File: src/pmux_pkg.sv
// Constants, types and line tables for the peripheral line mux.
// Function
// User peripheral decode only hits the upper window inclusive.
// Each user peripheral owns one contiguous 16-Kbyte slot.
// A peripheral identifier indexes its interrupt and clock gate.
// Parallel port controllers A to D carry identifiers 2 to 5.
// Serial controllers 0 to 2 carry identifiers 14 to 16.
// Each port controller has 32 lines, one bit position each.
// A line in peripheral mode routes only function A or B.
// Port C data lines 16 to 31 in I/O mode block 32-bit access.
// An I/O-reset line is an input with pull-up while in reset.
// An I/O-reset line resets its select status bit to 0.
// A function-reset line resets to it with select status 1.
// Address and chip-select lines drive their function at release.
// Function-reset lines also have the pull-up on after reset.
// Port A lines all reset as I/O with the listed A/B functions.
// Selecting a function absent on a line gives no drive.
package pmux_pkg;

  localparam int          LINES       = 32;
  localparam logic [31:0] USER_FIRST  = 32'hFFFA0000;
  localparam logic [31:0] USER_LAST   = 32'hFFFE3FFF;
  localparam int          SLOT_SHIFT  = 14;
  localparam logic [4:0]  PID_PORT_A  = 5'h02;
  localparam logic [4:0]  PID_SSC_0   = 5'h0E;
  localparam int          PORT_CNT    = 4;
  localparam int          SSC_CNT     = 3;

  // Reset and function-presence masks per port
  localparam logic [31:0] PA_RST_FUNC = 32'h00000000;
  localparam logic [31:0] PA_HAS_A    = 32'hFFFFFFFF;
  localparam logic [31:0] PA_HAS_B    = 32'hFFFFFFFF;
  localparam logic [31:0] PC_RST_FUNC = 32'h00003F80;
  localparam logic [31:0] PC_HAS_A    = 32'hFFFF3FFF;
  localparam logic [31:0] PC_HAS_B    = 32'h00000000;
  localparam logic [31:0] PC_DATA_HI  = 32'hFFFF0000;
  localparam logic [31:0] RST_PULLUP  = 32'hFFFFFFFF;
  localparam logic [31:0] RST_ZERO    = 32'h00000000;

  typedef struct packed {
    logic [31:0] func_set;
    logic [31:0] gpio_set;
    logic [31:0] asel_set;
    logic [31:0] bsel_set;
    logic [31:0] pu_on;
    logic [31:0] pu_off;
    logic [31:0] out_set;
    logic [31:0] out_clr;
    logic [31:0] oe_set;
    logic [31:0] oe_clr;
  } pmux_ctl_s;

  typedef struct packed {
    logic [31:0] func_en;
    logic [31:0] sel_b;
    logic [31:0] pull_en;
    logic [31:0] gpio_out;
    logic [31:0] gpio_oe;
  } pmux_port_s;

endpackage : pmux_pkg

File: src/pmux_top.sv
// Line mux for ports A and C, window decode and identifier routing.
module pmux_port
  import pmux_pkg::*;
#(
  parameter logic [31:0] RST_FUNC = RST_ZERO,
  parameter logic [31:0] HAS_A    = PA_HAS_A,
  parameter logic [31:0] HAS_B    = PA_HAS_B
) (
  // Clock and reset
  input  wire logic        ref_clk,
  input  wire logic        rst,
  // Software controls
  input  wire pmux_ctl_s   ctl,
  // Peripheral side
  input  wire logic [31:0] fa_out,
  input  wire logic [31:0] fa_oe,
  input  wire logic [31:0] fb_out,
  input  wire logic [31:0] fb_oe,
  output logic      [31:0] fa_in,
  output logic      [31:0] fb_in,
  // Pad side
  input  wire logic [31:0] pin_in,
  output logic      [31:0] pin_out,
  output logic      [31:0] pin_oe,
  output logic      [31:0] pin_pull,
  // Status
  output logic      [31:0] peripheral_select_status,
  output logic      [31:0] sel_b_status
);

  pmux_port_s  st_ff;
  pmux_port_s  nxt_st;
  logic [31:0] use_a;
  logic [31:0] use_b;

  // ****************************************
  // State update
  // ****************************************
  // Set wins over clear on each pair
  always_comb begin
    nxt_st = st_ff;
    nxt_st.func_en  = (st_ff.func_en & ~ctl.gpio_set) | ctl.func_set;
    nxt_st.sel_b    = (st_ff.sel_b & ~ctl.asel_set) | ctl.bsel_set;
    nxt_st.pull_en  = (st_ff.pull_en & ~ctl.pu_off) | ctl.pu_on;
    nxt_st.gpio_out = (st_ff.gpio_out & ~ctl.out_clr) | ctl.out_set;
    nxt_st.gpio_oe  = (st_ff.gpio_oe & ~ctl.oe_clr) | ctl.oe_set;
  end

  // Async reset to input with pull-up
  always_ff @(posedge ref_clk or posedge rst) begin
    if (rst) begin
      // Select status from reset table
      st_ff.func_en  <= RST_FUNC;
      st_ff.sel_b    <= RST_ZERO;
      // Pull-up on for every line
      st_ff.pull_en  <= RST_PULLUP;
      st_ff.gpio_out <= RST_ZERO;
      st_ff.gpio_oe  <= RST_ZERO;
    end else begin
      st_ff <= nxt_st;
    end
  end

  // ****************************************
  // Line routing
  // ****************************************
  // One function per line
  // Absent function gives no drive
  assign use_a = st_ff.func_en & ~st_ff.sel_b & HAS_A;
  assign use_b = st_ff.func_en & st_ff.sel_b & HAS_B;

  // One bit position per line
  // Combinational so drive starts at release
  assign pin_out = (use_a & fa_out) | (use_b & fb_out)
                 | (~st_ff.func_en & st_ff.gpio_out);
  assign pin_oe  = (use_a & fa_oe) | (use_b & fb_oe)
                 | (~st_ff.func_en & st_ff.gpio_oe);
  assign pin_pull = st_ff.pull_en;
  assign fa_in = pin_in & use_a;
  assign fb_in = pin_in & use_b;
  assign peripheral_select_status = st_ff.func_en;
  assign sel_b_status = st_ff.sel_b;

  // ****************************************
  // Checks
  // ****************************************
  logic [31:0] gpio_only;
  assign gpio_only = ctl.gpio_set & ~ctl.func_set;
endmodule : pmux_port

module pmux_top
  import pmux_pkg::*;
(
  // Clock and reset
  input  wire logic        ref_clk,
  input  wire logic        rst,
  // Address decode
  input  wire logic [31:0] addr,
  output logic             user_hit,
  output logic      [4:0]  user_slot,
  // Identifier routing
  input  wire logic [3:0]  port_irq,
  input  wire logic [2:0]  ssc_irq,
  input  wire logic [31:0] clk_gate,
  output logic      [31:0] irq_src,
  output logic      [3:0]  port_clk_en,
  output logic      [2:0]  ssc_clk_en,
  // Port A
  input  wire pmux_ctl_s   a_ctl,
  input  wire logic [31:0] a_fa_out,
  input  wire logic [31:0] a_fa_oe,
  input  wire logic [31:0] a_fb_out,
  input  wire logic [31:0] a_fb_oe,
  output logic      [31:0] a_fa_in,
  output logic      [31:0] a_fb_in,
  input  wire logic [31:0] a_pin_in,
  output logic      [31:0] a_pin_out,
  output logic      [31:0] a_pin_oe,
  output logic      [31:0] a_pin_pull,
  output logic      [31:0] a_psr,
  output logic      [31:0] a_selb,
  // Port C
  input  wire pmux_ctl_s   c_ctl,
  input  wire logic [31:0] c_fa_out,
  input  wire logic [31:0] c_fa_oe,
  output logic      [31:0] c_fa_in,
  input  wire logic [31:0] c_pin_in,
  output logic      [31:0] c_pin_out,
  output logic      [31:0] c_pin_oe,
  output logic      [31:0] c_pin_pull,
  output logic      [31:0] c_psr,
  // Memory interface width
  output logic             wide_ok
);

  logic [31:0] offs;
  logic [31:0] c_sel_b;

  // ****************************************
  // Window decode
  // ****************************************
  // Inclusive user window
  assign user_hit = (addr >= USER_FIRST) && (addr <= USER_LAST);
  assign offs     = addr - USER_FIRST;
  // 16-Kbyte slot per peripheral
  assign user_slot = user_hit ? offs[SLOT_SHIFT +: 5] : 5'h00;

  // ****************************************
  // Identifier routing
  // ****************************************
  // Identifier indexes irq and clock gate
  always_comb begin
    irq_src = RST_ZERO;
    // Ports A to D at 2 to 5
    irq_src[PID_PORT_A +: PORT_CNT] = port_irq;
    // Serial 0 to 2 at 14 to 16
    irq_src[PID_SSC_0 +: SSC_CNT] = ssc_irq;
  end
  assign port_clk_en = clk_gate[PID_PORT_A +: PORT_CNT];
  assign ssc_clk_en  = clk_gate[PID_SSC_0 +: SSC_CNT];

  // ****************************************
  // Ports
  // ****************************************
  // Port A resets all lines as I/O
  pmux_port #(
    .RST_FUNC (PA_RST_FUNC),
    .HAS_A    (PA_HAS_A),
    .HAS_B    (PA_HAS_B)
  ) u_port_a (
    .ref_clk                  (ref_clk),
    .rst                      (rst),
    .ctl                      (a_ctl),
    .fa_out                   (a_fa_out),
    .fa_oe                    (a_fa_oe),
    .fb_out                   (a_fb_out),
    .fb_oe                    (a_fb_oe),
    .fa_in                    (a_fa_in),
    .fb_in                    (a_fb_in),
    .pin_in                   (a_pin_in),
    .pin_out                  (a_pin_out),
    .pin_oe                   (a_pin_oe),
    .pin_pull                 (a_pin_pull),
    .peripheral_select_status (a_psr),
    .sel_b_status             (a_selb)
  );

  // Port C has no B functions at all
  pmux_port #(
    .RST_FUNC (PC_RST_FUNC),
    .HAS_A    (PC_HAS_A),
    .HAS_B    (PC_HAS_B)
  ) u_port_c (
    .ref_clk                  (ref_clk),
    .rst                      (rst),
    .ctl                      (c_ctl),
    .fa_out                   (c_fa_out),
    .fa_oe                    (c_fa_oe),
    .fb_out                   (RST_ZERO),
    .fb_oe                    (RST_ZERO),
    .fa_in                    (c_fa_in),
    .fb_in                    (),
    .pin_in                   (c_pin_in),
    .pin_out                  (c_pin_out),
    .pin_oe                   (c_pin_oe),
    .pin_pull                 (c_pin_pull),
    .peripheral_select_status (c_psr),
    .sel_b_status             (c_sel_b)
  );

  // Upper data lines must all be bus function
  assign wide_ok = ((c_psr & ~c_sel_b & PC_DATA_HI) == PC_DATA_HI);
endmodule : pmux_top

File: config.mk
export PLATFORM = sky130hd
export DESIGN_NAME = pmux_top
export DESIGN_NICKNAME = d
export VERILOG_FILES = /design/src/pmux_pkg.sv /design/src/pmux_top.sv
export SDC_FILE = /design/constraint.sdc
export NUM_CORES = 1
export LEC_CHECK = 0
export BUFFER_PORTS_ARGS = -buffer_cell sky130_fd_sc_hd__buf_2
export CAP_MARGIN = 20
export CORE_AREA = 2 2 552 554
export CTS_CLUSTER_SIZE = 25
export DETAILED_ROUTE_END_ITERATION = 10
export DIE_AREA = 0 0 554 556
export MAX_ROUTING_LAYER = met4
export PLACE_DENSITY = 0.3
export SYNTH_ARGS = -nofsm -noshare
export SYNTH_HDL_FRONTEND = slang
export SYNTH_SLANG_ARGS = --single-unit
File: constraint.sdc
create_clock -name ref_clk -period 11.11 [get_ports ref_clk]
set_clock_uncertainty 0.1 [all_clocks]
set_input_delay 2.222 -clock ref_clk [delete_from_list [all_inputs] [get_ports ref_clk]]
set_output_delay 2.222 -clock ref_clk [all_outputs]
set_load 0.02 [all_outputs]
* Yosys cells after proc, flatten, opt, wreduce, memory -nomap -nowiden *
Index checks and enable logic that the tools add are counted.

storage, ports and cells
  register bits after elaboration = 320
  bits of input ports = 969
  output and inout bits = 430
  word-level logic and storage cells = 72

operators by class
  $add $sub $neg = 1
  magnitude comparators = 2
  eq/ne operators = 1
  mux-type cells = 1
  bitwise gates (word level) = 56
  reduce and logical (&&, ||, !) cells = 1

operators by type and width
  kind                    number
  $and 32x32->32          26
  $or 32x32->32           16
  $not 32->32             14
  $ge 32x32->1 const B    1
  $le 32x32->1 const B    1
  $sub 19x18->19 const B  1
  $eq 16x16->1 const B    1
  $mux 5                  1
  $logic_and 1x1->1       1

* Longest topological paths before layout *
Gate-level depths: netlist of the first run.

  depth after elaboration = 5
  mapped depth = 3
  mapped depth without buffers = 3

* Hierarchy *
A second synthesis of the first run with hierarchy kept.

unflattened totals
  cell total of the unflattened synthesis = 1668
  area total of the unflattened synthesis = 16858.7 um2

by module, submodules not included
  module                times used  cells each  area an instance (um2)  sequential area each (um2)
  pmux_port (u_port_a)  1           865         8291.7                  4043.9
  pmux_port (u_port_c)  1           736         8064.0                  4052.6
  pmux_top              1           67          503.0                   0.0

* Least setup slack after synthesis of the first run *
Ideal clock, no wire load.

  kind = input to output
  from = input port addr[14]
  to = output port user_slot[4]
  data arrival time = 3154 ps
  required time = 8788 ps
  slack = 5634 ps
  stages on the path = 3
  buffers on the path = 0
  cell sequence = o31a_1 -> or3_1 -> nor3_2

between the ends
  word-level cells in the longest chain between the ends = 3
  elaborated cells on any way between the ends = 5
  classes of those cells = add/sub (1); order compare (2); mux (1); reduce/logical (1)

RTL lines
  item                                          line             source
  start, declared                               pmux_top.sv:98   input wire logic [31:0] addr,
  $ge 32x32->1 or $le 32x32->1 (tied branches)  pmux_top.sv:143  assign user_hit = (addr >= USER_FIRST) && (addr <= USER_LAST);
  $logic_and 1x1->1                             pmux_top.sv:143
  $mux 5 (*)                                    pmux_top.sv:146  assign user_slot = user_hit ? offs[SLOT_SHIFT +: 5] : 5'h00;
  end, declared                                 pmux_top.sv:100  output logic [4:0] user_slot,

Mark *: on every way between the ends. The rest lies on a longest branch, timed or not.

* Worst setup path in the final report of the first run *
  from = register u_port_c.st_ff (netlist bit u_port_c.peripheral_select_status[26])
  to = output port wide_ok

between the ends
  word-level cells in the longest chain between the ends = 2

RTL lines
  item                    line             source
  start, declared         pmux_top.sv:31   pmux_port_s st_ff;
  start signal, assigned  pmux_top.sv:60   st_ff <= nxt_st;
  $and 32x32->32          pmux_top.sv:212  assign wide_ok = ((c_psr & ~c_sel_b & PC_DATA_HI) == PC_DATA_HI);
  $eq 16x16->1            pmux_top.sv:212
  end, declared           pmux_top.sv:133  output logic wide_ok

No other way between the ends.

==> results of run 1 <==
[per-layer routing]
layer,share of wire,wire (µm)
met5,0,0
met4,0.047,6350
met3,0.10,14200
met2,0.46,62600
met1,0.39,53300
[power breakdown]
group	switching, mW	internal [mW]
Combinational	0.479	0.283
Clock	0.631	0.915
Sequential	0.0986	1.25
[state kept, by name (all words and copies together), names as in the netlist]
register,count
u_port_a.peripheral_select_status,32
u_port_a.pin_pull,32
u_port_a.sel_b_status,32
u_port_a.st_ff,64
u_port_c.peripheral_select_status,32
u_port_c.pin_pull,32
u_port_c.sel_b_status,30
u_port_c.st_ff,64
[metrics by stage]
stage                 util  worst slack (ns)  area (µm²)
floorplan                -             0.106       16000
global placement    0.0861              5.50       26000
detailed placement  0.0861              5.49       26000
CTS                 0.0911              5.10       27500
global route        0.0916              5.20       27700
finish              0.0916              5.25       27700
[placed cells by master (no fill, tap or decap), types with 2 or more instances in the layout]
cell type  Yosys  layout
buf_2          0    1294
inv_1        319     318
a21o_1       258     258
dfrtp_1      247     247
nor2_1        96      96
nand2_1       92      92
dfstp_2       71      71
mux2i_1       64      64
a21oi_1       64      64
diode_2        0      61
o21bai_1      60      60
o21ai_0       60      60
clkbuf_16      0      49
and3_1        35      35
nor2b_1       35      31
and2_1        31      31
conb_1         1      27
clkbuf_1       0      17
clkbuf_8       0      10
buf_4        201       8
nand4_1        7       7
clkinv_2       0       6
nor2b_2        0       4
nand3_1        3       3
bufinv_16      0       2
[layout make-up]
class                   instances  area (µm²)
clock inverters                 9        97.6
multi-input cells             838        5210
clock buffers                  76        1430
fillers                     35500      274000
diodes                         61         153
inverters                     319        1200
repair buffers               1303        6560
well taps                    3978        4980
flip-flops and latches        318        8050
[synth_stat cells, drive strengths merged]
| cell type | count |
|---|---|
| inv | 319 |
| a21o | 258 |
| dfrtp | 247 |
| buf | 201 |
| nor2 | 96 |
| nand2 | 92 |
| dfstp | 71 |
| a21oi | 64 |
| mux2i | 64 |
| o21ai | 60 |
| o21bai | 60 |
| and3 | 35 |
| nor2b | 35 |
| and2 | 31 |
| nand4 | 7 |
| nand3 | 3 |
| nor4 | 2 |
| conb | 1 |
| nor3 | 1 |
| o211ai | 1 |
| o31a | 1 |
| or3 | 1 |
[path summary, 6_finish.rpt]
path                                                  startpoint                                     to  slack (ns)  cells past startpoint
max                        u_port_c.peripheral_select_status[26]                                wide_ok        5.25                      4
min                                           u_port_c.st_ff[47]                     u_port_c.st_ff[47]        0.37                      1
max reg2reg                                   u_port_c.st_ff[26]                     u_port_c.st_ff[26]        9.82                      2
min reg2reg                                   u_port_c.st_ff[47]                     u_port_c.st_ff[47]        0.37                      1
max in group asynchronous                                    rst                      u_port_c.st_ff[9]        7.56                      4
min in group asynchronous                                    rst  u_port_a.peripheral_select_status[17]        1.53                      2
[cell families after synthesis]
group           share of synthesized area
buf+inv                             0.171
compound gates                      0.191
flops                               0.508
simple gates                       0.0903
mux                                0.0404
other cells                      0.000237
==> out/qor.txt, run 1 <==
Status -> finished clean
Avg Inst Size Synth -> 9.61 µm²
Deepest clock path buffer count -> 3
Resized cells post-CTS -> 0
Overflow after GRT -> 0
Later-pin clock latency in the skew report -> 0.64 ns
Critical path class -> reg2out
Die Span Y -> 556 µm
Via Count -> 16100
Cell count after synthesis -> 1650
Synth area leaders -> dfrtp_1, a21o_1, dfstp_2
HP Class -> reg2reg
Cells along the critical path -> nor2b_2 -> nand4_1 -> nor4_1 -> buf_2
CTS sink cnt -> 318
Grt peak-use layer -> met2
M3 GR Usage -> 0.0360
CTS tree -> yes
Clock Tree Root -> clkbuf_16
First-pass GRT wire length -> 170 mm
Via-to-Cell Ratio -> 2.34
Synth Warn # -> 0
Number of CTS-inserted buffers -> 46
Crit path largest cell delay -> 0.80 ns
1st-iter DRT viols -> 527
Initial Utilization -> 0.0525
IO buf count -> 1294
Critical path launch point type -> flip-flop
Worst Path Max Fanout -> 4
H-tree level count -> 2
Leak -> 14.2 nW
Die X -> 554 µm
Routed WL per cell -> 19.8 µm
Final Power -> 3.66 mW
WHS -> 0.372 ns
Synth top area share -> 0.390
Worst EP required -> 8.79 ns
Routability cong. -> 0.900
GR Util met1 -> 0.0955
Core area -> 0.302 mm²
Max VDD drop -> 0.118 mV
# rows -> 202
Largest net degree at the start of global routing -> 101
Area growth syn-to-layout -> 74.5%
RSZ-0062 raised after global routing -> no
Final wirelength -> 136 mm
Final setup fails -> 0
Netlist cell types -> 23
Biggest area consumer among synthesized cells -> dfrtp_1
Fraction of layout cells with a size suffix above 1 -> 0.506
Synth Cell Area -> 0.0159 mm²
Crit path capture type -> output port
Vias in the first global route -> 16700
TritonRoute pass-1 iters -> 5
Total track usage -> 0.0876
Hold_buf cts -> 0
Non-Filler Instances -> 6902
CTS clk-pin slew, worst paths -> 0.06 ns
Crit-path slowest cell -> nor4_1
Die ar. -> 0.308 mm²
Ports -> 1399
Worst Max-Slew Pin Slew -> 1.11 ns
FF+latch count, synth -> 318
Placed Instances -> 6756
CP bufs+invs -> 1
Post-route minimum period -> 5.86 ns
HPWL Detailed -> 124 mm
Initial antenna violation count -> 97
Nets -> 3795
Final ANT Viol Nets -> 0
Hold Vio Cnt, Final -> 0
Final Slew Violations -> 0
Post-synthesis sequential area ratio -> 0.508
Setup repair bufs after CTS -> 0
Arrival time worst endpoint -> 3.53 ns
MaxCap Viol Count -> 0
Setup TNS Final -> 0 ns
Fin crit share -> 0.527
Pwr per Cell Area -> 132 mW/mm²
Slew headroom -> 0.257
Remaining DRCs -> 0
Max Freq -> 0.171 GHz
Critical path's top delay family -> simple AND/OR/NAND/NOR gates
Met2 GRT Util -> 0.140
Power figures use the tool's default switching activity.
==> run 2: changes to the inputs <==
- clock period: 11.11 -> 5.25 ns (I/O delays scaled with it)
==> run 2 against run 1 <==
  * Final cell count up 0.22%
  * Clock power up 120%
  * Sequential share of layout area down 0.15 points
  * Sequential power up 110%
  * Routed wire length down 0.17%
  * Sequential cell count unchanged
  * Via count about the same
  * Worst setup slack worse by 4.2 ns
==> out/qor.txt, run 2 (synthesis results as in run 1) <==
Sequential Power Share -> 0.366
Hold_buf cts -> 0
Final Instance Area -> 0.0278 mm²
Most frequent cells in the layout -> buf_2, inv_1, a21o_1
Non-Filler Instances -> 6917
Arrival time worst endpoint -> 3.08 ns
Net Sw Power -> 2.67 mW
Final ANT Viol Nets -> 0
Register area -> 0.00805 mm²
Core area -> 0.302 mm²
Setup TNS Final -> 0 ns
Initial antenna violation count -> 96
Overflow after GRT -> 0
RSZ-0062 raised after global routing -> no
Die X -> 554 µm
Hold_sp -> u_port_c.st_ff[47]
Worst R2R Setup Slack -> 3.93 ns
IO buf count -> 1294
Largest net degree at the start of global routing -> 95
Pwr per Cell Area -> 281 mW/mm²
Via-to-Cell Ratio -> 2.33
Die ar. -> 0.308 mm²
Worst EP required -> 4.10 ns
Area post-placement -> 0.0261 mm²
H-tree level count -> 2
Pint -> 5.15 mW
RR Startpoint -> u_port_c.st_ff[12]
Combinational power share -> 0.205
Min-Delay Path Depth -> 1
Setup repair bufs after CTS -> 0
HPWL Detailed -> 122 mm
CTS tree -> yes
Via Count -> 16200
Pre-CTS WS -> 1.39 ns
Area growth syn-to-layout -> 75.4%
Max VDD drop -> 0.223 mV
Fin crit share -> 0.806
Clock power frac -> 0.428
Slew headroom -> 0.384
Final setup fails -> 0
Vias in the first global route -> 17100
First-pass GRT wire length -> 170 mm
Worst reg2reg path depth -> 2
Worst Path Max Fanout -> 5
TritonRoute pass-1 iters -> 4
MaxCap Viol Count -> 0
WHS -> 0.373 ns
Routed WL per cell -> 19.7 µm
Commonest non-fill, non-tap cell in the layout -> buf_2
Remaining DRCs -> 0
FILL cells -> 35500
Post-route minimum period -> 4.23 ns
Deepest clock path buffer count -> 3
1st-iter DRT viols -> 572
Area occupied by multi-input gates -> 0.00521 mm²
Max Freq -> 0.236 GHz
CTS clk-pin slew, worst paths -> 0.06 ns
Total track usage -> 0.0874
Routability cong. -> 0.920
Reg2reg end -> u_port_c.st_ff[12]
HP Class -> reg2reg
Critical path launch point type -> flip-flop
Die Span Y -> 556 µm
Largest registers -> u_port_a.st_ff (64), u_port_c.st_ff (64)
Number of CTS-inserted buffers -> 48
Ports -> 1399
Crit path capture type -> output port
Sw frac -> 0.341
Hold Vio Cnt, Final -> 0
Critical path class -> reg2out
Final setup margin -> 1.02 ns
CTS sink cnt -> 318
Leak -> 14.2 nW
Clock Tree Root -> clkbuf_16
Resized cells post-CTS -> 0
Final wirelength -> 136 mm
# rows -> 202
Worst Max-Slew Pin Slew -> 0.922 ns
Status -> finished clean
Final Slew Violations -> 0
Fraction of layout cells with a size suffix above 1 -> 0.509
Nets -> 3805
Worst Hold Path EP -> u_port_c.st_ff[47]
Placed Instances -> 6764
Later-pin clock latency in the skew report -> 0.71 ns
Initial Utilization -> 0.0525
## run 2: changes by cell type in the layout (fill, tap and decap cells not counted), sizes merged
cell / delta
clkinv: +6
clkinvlp: +1
diode: +4
buf: +8
bufinv: -1
inv: +1
clkbuf: -4
## run 2: stage by stage
stage                     total power [mW]  utilization
final                                 7.82       0.0921
after global routing                  8.29       0.0920
after CTS                             8.13       0.0915
after detailed placement              4.59       0.0863
after global placement                4.59       0.0863
after floorplan                       3.63            -
## run 2: area by class of cell
cell class,instances,share of cell area
antenna,65,0.00585
multi-input combinational,838,0.187
clock buffer,72,0.0504
timing repair buffer,1311,0.239
clock inverter,16,0.00621
inverter,319,0.0432
sequential,318,0.289
tap,3978,0.179
## run 2: worst max-delay path by stage
| stage | from | endpoint | slack, ns | depth (start not counted) |
|---|---|---|---|---|
| after CTS | u_port_c.peripheral_select_status[25] | wide_ok | 0.53 | 4 |
| final | u_port_c.peripheral_select_status[25] | wide_ok | 1.02 | 4 |
| after global placement | u_port_c.peripheral_select_status[25] | wide_ok | 1.39 | 4 |
| after floorplan | rst | u_port_a.peripheral_select_status[0] | -0.08 | 1 |
| after detailed placement | u_port_c.peripheral_select_status[25] | wide_ok | 1.39 | 4 |
| after global routing | u_port_c.peripheral_select_status[25] | wide_ok | 0.56 | 4 |
## run 2: worst max-delay path: stages, from the launching register on
cell,delay [ns]
dfrtp_1,0.52
nor2b_1,0.39
nand4_1,0.44
nor4_1,0.62
buf_2,0.37
## run 2: metal layers
layer	global-route usage	vias up	share of wire
met1	0.0945	7376	0.39
li1	-	7541	-
met4	0.0302	0	0.036
met5	-	-	0
met3	0.0305	183	0.086
met2	0.148	1051	0.49
## run 2: power groups by stage
stage               sequential (mW)  clock, mW  combinational, mW
floorplan                      2.79          0              0.834
global placement               2.91          0               1.67
detailed placement             2.92          0               1.67
CTS                            2.88       3.59               1.67
global route                   2.90       3.65               1.75
finish                         2.86       3.35               1.61
==> run 3: changes to the inputs <==
- ABC_AREA: unset -> 1
- CORE_AREA: 2 2 552 554 -> 2 2 544 546
- DIE_AREA: 0 0 554 556 -> 0 0 546 548
- clock period: 5.25 -> 4.2 ns (I/O delays scaled with it)
==> run 3 against run 2 <==
  * Via count increased by 6.2%
  * Global-route usage increased by 3.2 points
  * First-iteration DRC count up 32%
  * Sequential cell count stayed put
==> out/qor.txt, run 3 <==
Status -> finished clean
Post-synthesis sequential area ratio -> 0.510
Area growth syn-to-layout -> 75.5%
Number of flops mapped to enable cells by yosys -> 0
Initial antenna violation count -> 188
Leak -> 13.8 nW
Synth area leaders -> dfrtp_1, o21bai_1, dfstp_2
RSZ-0062 raised after global routing -> no
Area occupied by multi-input gates -> 0.00496 mm²
Setup repair bufs after CTS -> 0
Worst Path Max Fanout -> 6
Worst EP required -> 3.26 ns
Overflow after GRT -> 0
Cells along the critical path -> inv_2 -> nor2_4 -> nand2_1 -> nor2_1 -> nand2_1 -> nor2_1 -> buf_2
Final ANT Viol Nets -> 0
Worst reg2reg path depth -> 2
Primary FF master, synth -> dfrtp_1
Synth Cell Area -> 0.0158 mm²
Arrival time worst endpoint -> 2.60 ns
Slew headroom -> 0.513
Register area -> 0.00805 mm²
Via-to-Cell Ratio -> 2.48
FF+latch count, synth -> 318
Crit path capture type -> output port
Simple-gate share of the synthesized area -> 0.107
Adder-cell area share of the yosys netlist -> 0
Final Slew Violations -> 0
Leading cell types by count after synthesis -> inv_1, o21bai_1, dfrtp_1
Crit path largest cell delay -> 0.61 ns
Remaining DRCs -> 0
Deepest clock path buffer count -> 3
Fraction of layout cells with a size suffix above 1 -> 0.515
Via Count -> 17100
Commonest non-fill, non-tap cell in the layout -> buf_2
Met3 routed WL -> 24.3 mm
FILL cells -> 34500
Initial Utilization -> 0.0539
Later-pin clock latency in the skew report -> 0.65 ns
Cell with the most instances after synthesis -> inv_1
Cell count after synthesis -> 1665
Routed wl met2 -> 82.5 mm
Hold Vio Cnt, Final -> 0
Fin crit share -> 0.842
Top sig layer -> met4
Routed WL per cell -> 25.9 µm
1st-iter DRT viols -> 757
IO buf count -> 1294
CTS tree -> yes
Avg Inst Size Synth -> 9.48 µm²
Number of CTS-inserted buffers -> 46
Nets -> 3829
Post-route minimum period -> 3.54 ns
Vias in the first global route -> 18100
Resized cells post-CTS -> 0
Die X -> 546 µm
Post-Synth XOR/XNOR Area -> 0
Largest registers -> u_port_a.st_ff (64), u_port_c.st_ff (64)
Worst R2R Setup Slack -> 2.58 ns
Biggest area consumer among synthesized cells -> dfrtp_1
Largest family of logic cells by synthesized area -> compound AO/OA/AOI/OAI gates
Complex-gate fraction of the synthesized area -> 0.201
Most frequent cells in the layout -> buf_2, inv_1, o21bai_1
Netlist cell types -> 19
Core area -> 0.293 mm²
Largest net degree at the start of global routing -> 76
Setup TNS Final -> 0 ns
Die Span Y -> 548 µm
Max Freq -> 0.283 GHz
Final Power -> 9.84 mW
Worst Max-Slew Pin Slew -> 0.731 ns
Critical path launch point type -> flip-flop
M1 WL -> 66.3 mm
# rows -> 199
TritonRoute pass-1 iters -> 5
Synth Warn # -> 0
Critical path class -> reg2out
MaxCap Viol Count -> 0
Routability cong. -> 0.935
CTS sink cnt -> 318
Crit-path slowest cell -> dfrtp_1
Pwr per Cell Area -> 355 mW/mm²
Max VDD drop -> 0.260 mV
First-pass GRT wire length -> 218 mm
H-tree level count -> 2
CTS clk-pin slew, worst paths -> 0.06 ns
Synth top area share -> 0.392
Hold_buf cts -> 0
Total track usage -> 0.119
Post-synth ARST share -> 1.00
Final wirelength -> 178 mm
Die ar. -> 0.299 mm²
Mux contribution to synthesized area -> 0
HP Class -> in2async
Ports -> 1399
HPWL Detailed -> 166 mm
Clock Tree Root -> clkbuf_16
Final setup fails -> 0
-- run 3: changes by cell type in the layout (fill, tap and decap cells not counted), sizes merged, moves of 63 or more --
cell	before	now
a21o	258	0
a21oi	64	0
mux2i	64	0
nand3	3	159
nor2	96	33
nor3	1	64
o211ai	1	64
o21bai	60	318
-- run 3: area by class of cell --
| type | count | share of cell area |
|---|---|---|
| inverter | 363 | 0.0493 |
| sequential | 318 | 0.290 |
| clock inverter | 13 | 0.00497 |
| antenna | 86 | 0.00777 |
| clock buffer | 71 | 0.0486 |
| timing repair buffer | 1322 | 0.243 |
| multi-input combinational | 809 | 0.179 |
| tap | 3919 | 0.177 |
-- run 3: path summary, 6_finish.rpt --
check / from / endpoint
min in group ref_clk: c_ctl[149] / u_port_c.pin_pull[21]
max reg2reg: u_port_a.sel_b_status[19] / u_port_a.sel_b_status[19]
min reg2reg: u_port_c.pin_pull[22] / u_port_c.pin_pull[22]
max: u_port_c.peripheral_select_status[30] / wide_ok
min: rst / u_port_c.st_ff[38]
max in group asynchronous: rst / u_port_a.pin_pull[14]
-- run 3: layer usage --
metal | vias to the layer above | global-route usage
met5 | - | -
li1 | 7772 | -
met1 | 7913 | 0.124
met2 | 1241 | 0.192
met3 | 220 | 0.0673
met4 | 0 | 0.0308
-- run 3: cell families after synthesis --
logic type / count (synthesis)
AOI/OAI and AO/OA: 442
and+or+nand+nor: 340
DFF: 318
other: 1
buffers and inverters: 564
-- run 3: power breakdown --
part / leakage (nW) / switching, mW / internal (mW)
clock: 0.733 / 1.70 / 2.32
sequential: 3.40 / 0.208 / 3.31
combinational: 9.68 / 1.56 / 0.742
total: 13.8 / 3.47 / 6.37
-- run 3: through the flow --
step | hold slack, ns | instance area [µm²] | worst slack [ns] | cells | util
after CTS | 0.0918 | 27500 | 0.555 | 6815 | 0.0938
after detailed placement | 0.353 | 26000 | 1.30 | 6731 | 0.0887
after global routing | 0.134 | 27700 | 0.501 | 6883 | 0.0944
after floorplan | 0.342 | 15900 | -0.921 | 1691 | -
final | 0.180 | 27700 | 0.662 | 6901 | 0.0945
after global placement | 0.349 | 26000 | 1.29 | 6731 | 0.0887
-- run 3: critical path, delay by kind of cell (launching register included) --
family | cells | cell delay (ns)
buffers and inverters | 2 | 0.30
flip-flops | 1 | 0.61
AND/OR/NAND/NOR | 5 | 0.98
